## config.mk

```make
export PLATFORM = sky130hd
export DESIGN_NAME = ccr_comparator_regs
export DESIGN_NICKNAME = d
export VERILOG_FILES = /design/src/rtl/ccr_pkg.sv /design/src/rtl/ccr_comparator_regs.sv
export SDC_FILE = /design/constraint.sdc
export NUM_CORES = 1
export LEC_CHECK = 0
export BUFFER_PORTS_ARGS = -buffer_cell sky130_fd_sc_hd__buf_2
export CORE_MARGIN = 1.5
export CORE_UTILIZATION = 40
export CTS_CLUSTER_SIZE = 25
export DETAILED_ROUTE_END_ITERATION = 8
export GPL_ROUTABILITY_DRIVEN = 0
export GPL_TIMING_DRIVEN = 0
export PLACE_DENSITY = 0.68
export SLEW_MARGIN = 0
export SYNTH_ARGS = -nofsm -noshare
export SYNTH_HDL_FRONTEND = slang
export SYNTH_SLANG_ARGS = --single-unit
```

## constraint.sdc

```tcl
create_clock -name clk_i -period 2.1 [get_ports clk_i]
set_input_delay 0.42 -clock clk_i [delete_from_list [all_inputs] [get_ports clk_i]]
set_output_delay 0.42 -clock clk_i [all_outputs]
set_load 0.01 [all_outputs]
```

## src/rtl/ccr_pkg.sv

```systemverilog
// Package: register map, field positions, reset values, timing for ccr
package ccr_pkg;
    // Word byte addresses
    localparam logic [4:0] CCR_CTRL_A1 = 5'h00;
    localparam logic [4:0] CCR_CTRL_B1 = 5'h04;
    localparam logic [4:0] CCR_CTRL_A2 = 5'h08;
    localparam logic [4:0] CCR_CTRL_B2 = 5'h0C;
    localparam logic [4:0] CCR_MIRROR = 5'h10;
    localparam logic [4:0] CCR_IRQ_STAT = 5'h14;
    localparam logic [4:0] CCR_IRQ_MASK = 5'h18;
    // Control A fields
    localparam int CCR_A_EN = 7;
    localparam int CCR_A_RES = 6;
    localparam int CCR_A_INV = 4;
    localparam int CCR_A_FLT = 3;
    localparam int CCR_A_SP = 2;
    localparam int CCR_A_HYS = 1;
    localparam int CCR_A_SYNC = 0;
    // Control B fields
    localparam int CCR_B_RISE = 7;
    localparam int CCR_B_FALL = 6;
    localparam int CCR_B_PLUS_LO = 3;
    localparam int CCR_B_MINUS_LO = 0;
    // Writable bits of control A, bit 5 and result bit excluded
    localparam logic [7:0] CCR_A_WMASK = 8'h9F;
    localparam logic [7:0] CCR_A_RST = 8'h04;
    localparam logic [7:0] CCR_B_RST = 8'h00;
    // Plus input select codes
    localparam logic [2:0] CCR_P_PIN = 3'h0;
    localparam logic [2:0] CCR_P_DAC = 3'h5;
    localparam logic [2:0] CCR_P_REF = 3'h6;
    localparam logic [2:0] CCR_P_GND = 3'h7;
    // Minus input select codes
    localparam logic [2:0] CCR_N_REF = 3'h6;
    localparam logic [2:0] CCR_N_GND = 3'h7;
    // Glitch filter hold time
    localparam int CCR_CLK_MHZ = 25;
    localparam int CCR_HOLD_NS = 20;
    localparam int CCR_HOLD_RAW = (CCR_HOLD_NS * CCR_CLK_MHZ + 999) / 1000;
    localparam int CCR_HOLD_CYC = (CCR_HOLD_RAW < 1) ? 1 : CCR_HOLD_RAW;
endpackage : ccr_pkg

```

## src/rtl/ccr_comparator_regs.sv

```systemverilog
// Control and status registers for two analog comparators, Wishbone slave
// Summary of operation
// - Bit 7 of control A switches each comparator on; off means no power.
// - Read-only result bit 6 is one when plus node exceeds minus node.
// - Polarity bit 4 inverts the result for register and outputs.
// - Filter bit 3 routes the result through the glitch filter, else bypass.
// - Speed bit 2 selects fast normal power at one, its reset value.
// - Hysteresis bit 1 turns on the comparator input hysteresis.
// - Sync bit 0 updates timer and pin output on timer clock falling edge.
// - Rise enable bit 7 of control B flags each rising result edge.
// - Fall enable bit 6 of control B flags each falling result edge.
// - Plus select bits 5:3 choose pin, DAC, reference, ground or float.
// - Minus select bits 2:0 choose minus pins, reference, ground or float.
// - Mirror register bits 0 and 1 copy the two result bits.
// - Unimplemented bits read zero and ignore writes.
// - All resets clear controls except speed bit, which resets to one.
// - Software clears the event flag; a new edge during clearing wins.
// - Edges are generated also while disabled, by polarity or enable toggles.
// - Filter blocks reversing a change for the hold interval.
module ccr_comparator_regs
    import ccr_pkg::*;
#(
    parameter int HOLD_CYC = CCR_HOLD_CYC
) (
    // Clock, reset, enable
    input wire logic clk_i,
    input wire logic rst_i,
    input wire logic ce_i,
    // Wishbone slave
    input wire logic wb_cyc_i,
    input wire logic wb_stb_i,
    input wire logic wb_we_i,
    input wire logic [4:0] wb_adr_i,
    input wire logic [3:0] wb_sel_i,
    input wire logic [31:0] wb_dat_i,
    output logic [31:0] wb_dat_o,
    output logic wb_ack_o,
    // Analog core raw decisions: plus node above minus node
    input wire logic [1:0] cmp_raw_i,
    // Timer clock source, sampled synchronously
    input wire logic timer_clk_i,
    // Analog core controls, index per comparator
    output logic [1:0] cmp_enable_o,
    output logic [1:0] speed_power_o,
    output logic [1:0] hysteresis_o,
    output logic [2:0] plus_sel1_o,
    output logic [2:0] plus_sel2_o,
    output logic [2:0] minus_sel1_o,
    output logic [2:0] minus_sel2_o,
    output logic [1:0] plus_float_o,
    output logic [1:0] minus_float_o,
    // Outputs to timer gate and pin
    output logic [1:0] cmp_out_o,
    // Event flags and interrupt
    output logic [1:0] cmp_event_flag_o,
    output logic irq_o
);
    function automatic logic plus_floats(input logic [2:0] c);
        plus_floats = !(c == CCR_P_PIN || c == CCR_P_DAC ||
                        c == CCR_P_REF || c == CCR_P_GND);
    endfunction : plus_floats

    function automatic logic minus_floats(input logic [2:0] c);
        minus_floats = !(c[2] == 1'b0 || c == CCR_N_REF || c == CCR_N_GND);
    endfunction : minus_floats

    logic [7:0] ctla_r [2];
    logic [7:0] ctlb_r [2];
    logic [1:0] filt_r;
    logic [1:0] prev_r;
    logic [1:0] stat_r;
    logic [1:0] mask_r;
    logic tclk_r;
    logic [7:0] hold_r [2];
    wire logic [1:0] res;
    wire logic [1:0] pol;
    wire logic [1:0] rise;
    wire logic [1:0] fall;
    wire logic [1:0] evt;

    wire req = wb_cyc_i && wb_stb_i && !wb_ack_o;
    wire wr = req && wb_we_i && wb_sel_i[0];
    wire tfall = tclk_r && !timer_clk_i;
    wire [7:0] wlane = wb_dat_i[7:0];
    wire clr_hit = wr && wb_adr_i == CCR_IRQ_STAT;
    // Set wins: events are ORed in after the clear
    wire [1:0] stat_nxt = (stat_r & ~(clr_hit ? wlane[1:0] : 2'h0)) | evt;

    genvar g;
    generate
        for (g = 0; g < 2; g++) begin : gen_cmp
            assign pol[g] = ctla_r[g][CCR_A_INV];
            // disabled core reads low, polarity still applies
            wire raw = ctla_r[g][CCR_A_EN] & cmp_raw_i[g];
            assign res[g] = ctla_r[g][CCR_A_FLT] ? filt_r[g] : (raw ^ pol[g]);
            assign rise[g] = res[g] & ~prev_r[g];
            assign fall[g] = ~res[g] & prev_r[g];
            assign evt[g] = (rise[g] & ctlb_r[g][CCR_B_RISE]) |
                            (fall[g] & ctlb_r[g][CCR_B_FALL]);
        end
    endgenerate

    wire [7:0] rd_a1 = (ctla_r[0] & CCR_A_WMASK) | {1'b0, res[0], 6'h00};
    wire [7:0] rd_a2 = (ctla_r[1] & CCR_A_WMASK) | {1'b0, res[1], 6'h00};
    wire [7:0] rd_mir = {6'h00, res};
    logic [7:0] rd_sel;
    always_comb begin
        case (wb_adr_i)
            CCR_CTRL_A1: rd_sel = rd_a1;
            CCR_CTRL_B1: rd_sel = ctlb_r[0];
            CCR_CTRL_A2: rd_sel = rd_a2;
            CCR_CTRL_B2: rd_sel = ctlb_r[1];
            CCR_MIRROR: rd_sel = rd_mir;
            CCR_IRQ_STAT: rd_sel = {6'h00, stat_r};
            CCR_IRQ_MASK: rd_sel = {6'h00, mask_r};
            default: rd_sel = 8'h00;
        endcase
    end

    always_ff @(posedge clk_i) begin
        if (rst_i) begin
            ctla_r <= '{CCR_A_RST, CCR_A_RST};
            ctlb_r <= '{CCR_B_RST, CCR_B_RST};
            mask_r <= 2'h0;
            wb_ack_o <= 1'b0;
            wb_dat_o <= 32'h0000_0000;
        end else if (ce_i) begin
            wb_ack_o <= req;
            wb_dat_o <= {24'h00_0000, rd_sel};
            if (wr) begin
                // bit 5 and result not writable
                case (wb_adr_i)
                    CCR_CTRL_A1: ctla_r[0] <= wlane & CCR_A_WMASK;
                    CCR_CTRL_B1: ctlb_r[0] <= wlane;
                    CCR_CTRL_A2: ctla_r[1] <= wlane & CCR_A_WMASK;
                    CCR_CTRL_B2: ctlb_r[1] <= wlane;
                    CCR_IRQ_MASK: mask_r <= wlane[1:0];
                    default: ;
                endcase
            end
        end
    end

    always_ff @(posedge clk_i) begin
        if (rst_i) begin
            stat_r <= 2'h0;
            cmp_event_flag_o <= 2'h0;
            irq_o <= 1'b0;
        end else if (ce_i) begin
            stat_r <= stat_nxt;
            // Flag and interrupt move in the same cycle as status
            cmp_event_flag_o <= stat_nxt;
            irq_o <= |(stat_nxt & mask_r);
        end
    end

    // hold filter: an accepted change freezes output for HOLD_CYC
    always_ff @(posedge clk_i) begin
        if (rst_i) begin
            filt_r <= 2'h0;
            hold_r <= '{8'h00, 8'h00};
            prev_r <= 2'h0;
        end else if (ce_i) begin
            prev_r <= res;
            for (int i = 0; i < 2; i++) begin
                if (hold_r[i] != 8'h00) begin
                    hold_r[i] <= hold_r[i] - 8'h01;
                end else if (filt_r[i] !=
                             ((ctla_r[i][CCR_A_EN] & cmp_raw_i[i]) ^ pol[i]))
                begin
                    filt_r[i] <= ~filt_r[i];
                    hold_r[i] <= 8'(HOLD_CYC);
                end
            end
        end
    end

    // sync output on timer clock falling edge
    always_ff @(posedge clk_i) begin
        if (rst_i) begin
            tclk_r <= 1'b0;
            cmp_out_o <= 2'h0;
        end else if (ce_i) begin
            tclk_r <= timer_clk_i;
            // Sync mode holds the last output until the timer clock falls
            for (int i = 0; i < 2; i++) begin
                cmp_out_o[i] <= ctla_r[i][CCR_A_SYNC] ?
                    (tfall ? res[i] : cmp_out_o[i]) : res[i];
            end
        end
    end

    // Analog controls registered for clean outputs
    always_ff @(posedge clk_i) begin
        if (rst_i) begin
            cmp_enable_o <= 2'h0;
            speed_power_o <= 2'h3;
            hysteresis_o <= 2'h0;
            plus_sel1_o <= 3'h0;
            plus_sel2_o <= 3'h0;
            minus_sel1_o <= 3'h0;
            minus_sel2_o <= 3'h0;
            plus_float_o <= 2'h0;
            minus_float_o <= 2'h0;
        end else if (ce_i) begin
            for (int i = 0; i < 2; i++) begin
                cmp_enable_o[i] <= ctla_r[i][CCR_A_EN];
                speed_power_o[i] <= ctla_r[i][CCR_A_SP];
                hysteresis_o[i] <= ctla_r[i][CCR_A_HYS];
                plus_float_o[i] <= plus_floats(ctlb_r[i][5:3]);
                minus_float_o[i] <= minus_floats(ctlb_r[i][2:0]);
            end
            plus_sel1_o <= ctlb_r[0][5:3];
            plus_sel2_o <= ctlb_r[1][5:3];
            minus_sel1_o <= ctlb_r[0][2:0];
            minus_sel2_o <= ctlb_r[1][2:0];
        end
    end
endmodule : ccr_comparator_regs

```

==> metrics.cfg <==
[run_status]
status = finished, final reports clean

[synthesis]
ys_ff_latch = 87
synth_warnings = 0
synth_ff_type = dfxtp_1
synth_async_sr_flop_share_pct = 0
synthCells = 453
synth_area_per_cell_sq_um = 9.02
synth_mux_area_share_pct = 12.8
syn_area_sq_mm = 0.00409
synth_seq_area_share_pct = 42.6
synth_edf_count = 0
synth_xor_area_share_pct = 3.95
synthSimpleGateAreaFrac_pct = 18.0
synth_compound_gate_area_share_pct = 13.6
ys_types = 55
synth_top_family_by_area = simple AND/OR/NAND/NOR gates
synth_fa_ha_area_share_pct = 1.22

[worst_setup_path]
r2r_slack_ns = 0.15
worstPathRequired_ns = 2.32
rr_endpoint = hold_r[2]$_SDFFE_PP0P_
setup.worst_path.end = hold_r[2]$_SDFFE_PP0P_
path_depth = 6
cp-startpoint = hold_r[2]$_SDFFE_PP0P_
r2r-start = hold_r[2]$_SDFFE_PP0P_
cpLargestDelayFamily = simple AND/OR/NAND/NOR gates
cp_slowest_cell = or4_4
critPathCaptureType = register
path_buf_inv = 1
cp_data_arrival_time_ns = 2.18
critPathLaunchType = register
critPathKind = reg -> reg
critPathMaxStageDelay_ns = 0.56
r2r_cells = 6
cp_cell_sequence = or4_4, nor4b_2, buf_4, o21ai_0, a21oi_1, nor2_1
cp_max_fo = 10

[cts]
cts_tree = built
clk_root_buffer_cell = clkbuf_8
clkSinkCount = 87
cts_hold_buffers = 0
numCtsBuffers = 9
clk_latency_ns = 0.36
clk_pin_slew_ns = 0.08
clock_path_buffers = 2
htree_levels = 3
cts_setup_buffers = 0

[timing]
fmax_ghz = 0.512
hold_viol_final = 0
tightest_slew_ns = 0.671
grt_setup_unrepaired = false
final.min_clock_period_ns = 1.95
finalClockSkew_ns = 0.00873
slew_headroom_pct = 55.3
drv_slew = 0
fin_crit_sh_pct = 93.0
setup_viol = 0

[routing]
drt_wl_total_mm = 10.7
drtIter0Drc = 217
vias = 3598
first_pass_iters = 5
via_per_inst = 5.28
routedWlPerCell_um = 15.7
drc = 0
ant_nets = 0

[finish]
syn2layout_area_growth_pct = 18.7
antenna_cells = 0
fill_cells = 963
stdcell_count = 681
drive_gt1_share_pct = 21.5
final_common_cell = dfxtp_1
nNetsFinal = 597
finish.utilization_pct = 49.2
mostFrequentLayoutCells = dfxtp_1, nor2_1, buf_2

[global_route]
grt_max_degree = 15
grt_pass1_vias = 3326
antenna_found_initial = 0
overflow = 0
track_usage_pct = 19.8
grt_pass1_wl_mm = 17.0

[power]
cellPowerDensity_mw_per_mm2 = 940
leakagePower_nw = 2.05
max-vdd-ir-drop_uv = 450

[floorplan]
num_rows = 36
die_w_um = 104
die-area_sq_mm = 0.0108
start_util_pct = 41.4
die_h_um = 104
core_sq_mm = 0.00986
io_pins = 110

[min_path]
hold_path_class = in -> reg

[place]
port_buffers = 56
hpwl_mm = 7.88
placed_cells = 665

[job]
drv_cap = 0

## layer usage
layer	GRT usage (%)	vias to the layer above	share of wire [%]	routed length, um
met5	0	-	0	0
met4	7.44	0	0.81	87
met3	3.13	11	6.6	705
met2	33.3	158	48	5110
met1	25.5	1683	45	4800
li1	-	1746	-	-
## per-stage QoR
step / area [sq um] / setup slack, ns / power (mW) / TNS, ns / hold WS (ns)
final: 4850 / 0.147 / 4.56 / 0 / 0.311
after global placement: 4620 / -0.167 / 3.23 / -2.90 / 0.454
after detailed placement: 4620 / -0.184 / 3.30 / -2.99 / 0.458
after global routing: 4850 / 0.00770 / 4.81 / 0 / 0.307
after floorplan: 4170 / 0.239 / 3.02 / 0 / 0.452
after CTS: 4830 / 0.0706 / 4.55 / 0 / 0.301
## registers in the layout, indices dropped and copies added (netlist names)
signal,flops
plus_sel1_o,3
ctla_r,12
prev_r,2
minus_float_o,2
minus_sel1_o,3
cmp_out_o,2
stat_r,2
tclk_r,1
ctlb_r,16
irq_o,1
plus_float_o,2
cmp_enable_o,2
mask_r,2
wb_ack_o,1
minus_sel2_o,3
filt_r,2
wb_dat_o,8
hold_r,16
speed_power_o,2
hysteresis_o,2
plus_sel2_o,3
## layout make-up
class	count	area (sq um)	area share [%]
Multi-Input combinational cell	332	2130	44.0
Sequential cell	87	1740	35.9
Buffer	49	288	5.93
Timing Repair Buffer	56	280	5.78
Tap cell	133	166	3.43
Clock buffer	10	128	2.63
Clock inverter	6	85.1	1.75
Inverter	8	30.0	0.619
## worst min-delay path by stage
| stage | start | end | depth (start not counted) |
|---|---|---|---|
| final | timer_clk_i | tclk_r$_SDFFE_PP0P_ | 3 |
| after global routing | timer_clk_i | tclk_r$_SDFFE_PP0P_ | 3 |
| after CTS | timer_clk_i | tclk_r$_SDFFE_PP0P_ | 3 |
| after detailed placement | wb_dat_o[3]$_SDFFE_PP0P_ | wb_dat_o[3]$_SDFFE_PP0P_ | 2 |
| after global placement | minus_float_o[0]$_SDFFE_PP0P_ | minus_float_o[0]$_SDFFE_PP0P_ | 2 |
| after floorplan | hold_r[15]$_SDFFE_PP0P_ | hold_r[15]$_SDFFE_PP0P_ | 2 |
## worst register-to-register path: cells and delay by family, from the launching register on
family | cells | cell delay, ns
AND/OR/NAND/NOR | 3 | 0.94
flip-flops | 1 | 0.36
AO/OA/AOI/OAI | 2 | 0.29
buffers and inverters | 1 | 0.23
## what timing repair did
action	CTS	global route
setup endpoints to repair	0	12
hold endpoints to repair	0	0
gates resized for setup	0	5
## synth_stat cells (6+ instances only)
cell type / number / area, sq um
clkbuf_1: 13 / 48.8
a21oi_1: 28 / 140
nor3_1: 9 / 45.0
inv_1: 6 / 22.5
mux2i_1: 51 / 510
a221oi_1: 10 / 87.6
nand3_1: 7 / 35.0
dfxtp_1: 87 / 1740
buf_2: 8 / 40.0
nor2_1: 66 / 248
xnor2_1: 10 / 87.6
o21ai_0: 15 / 75.1
buf_4: 25 / 188
nand2_1: 39 / 146
## power by group
part | switching (mW) | leakage (nW) | internal, mW
clock network | 0.603 | 0.102 | 0.666
logic | 0.718 | 1.25 | 0.607
registers | 0.154 | 0.704 | 1.81
## kinds of logic after synthesis
logic type,after synthesis
flip-flops,87
multiplexers,52
XOR/XNOR,15
other,1
adder cells (fa/ha/maj),4
AND/OR/NAND/NOR,153
AO/OA/AOI/OAI,84
buffers and inverters,57
(Power assumes the default switching activity.)
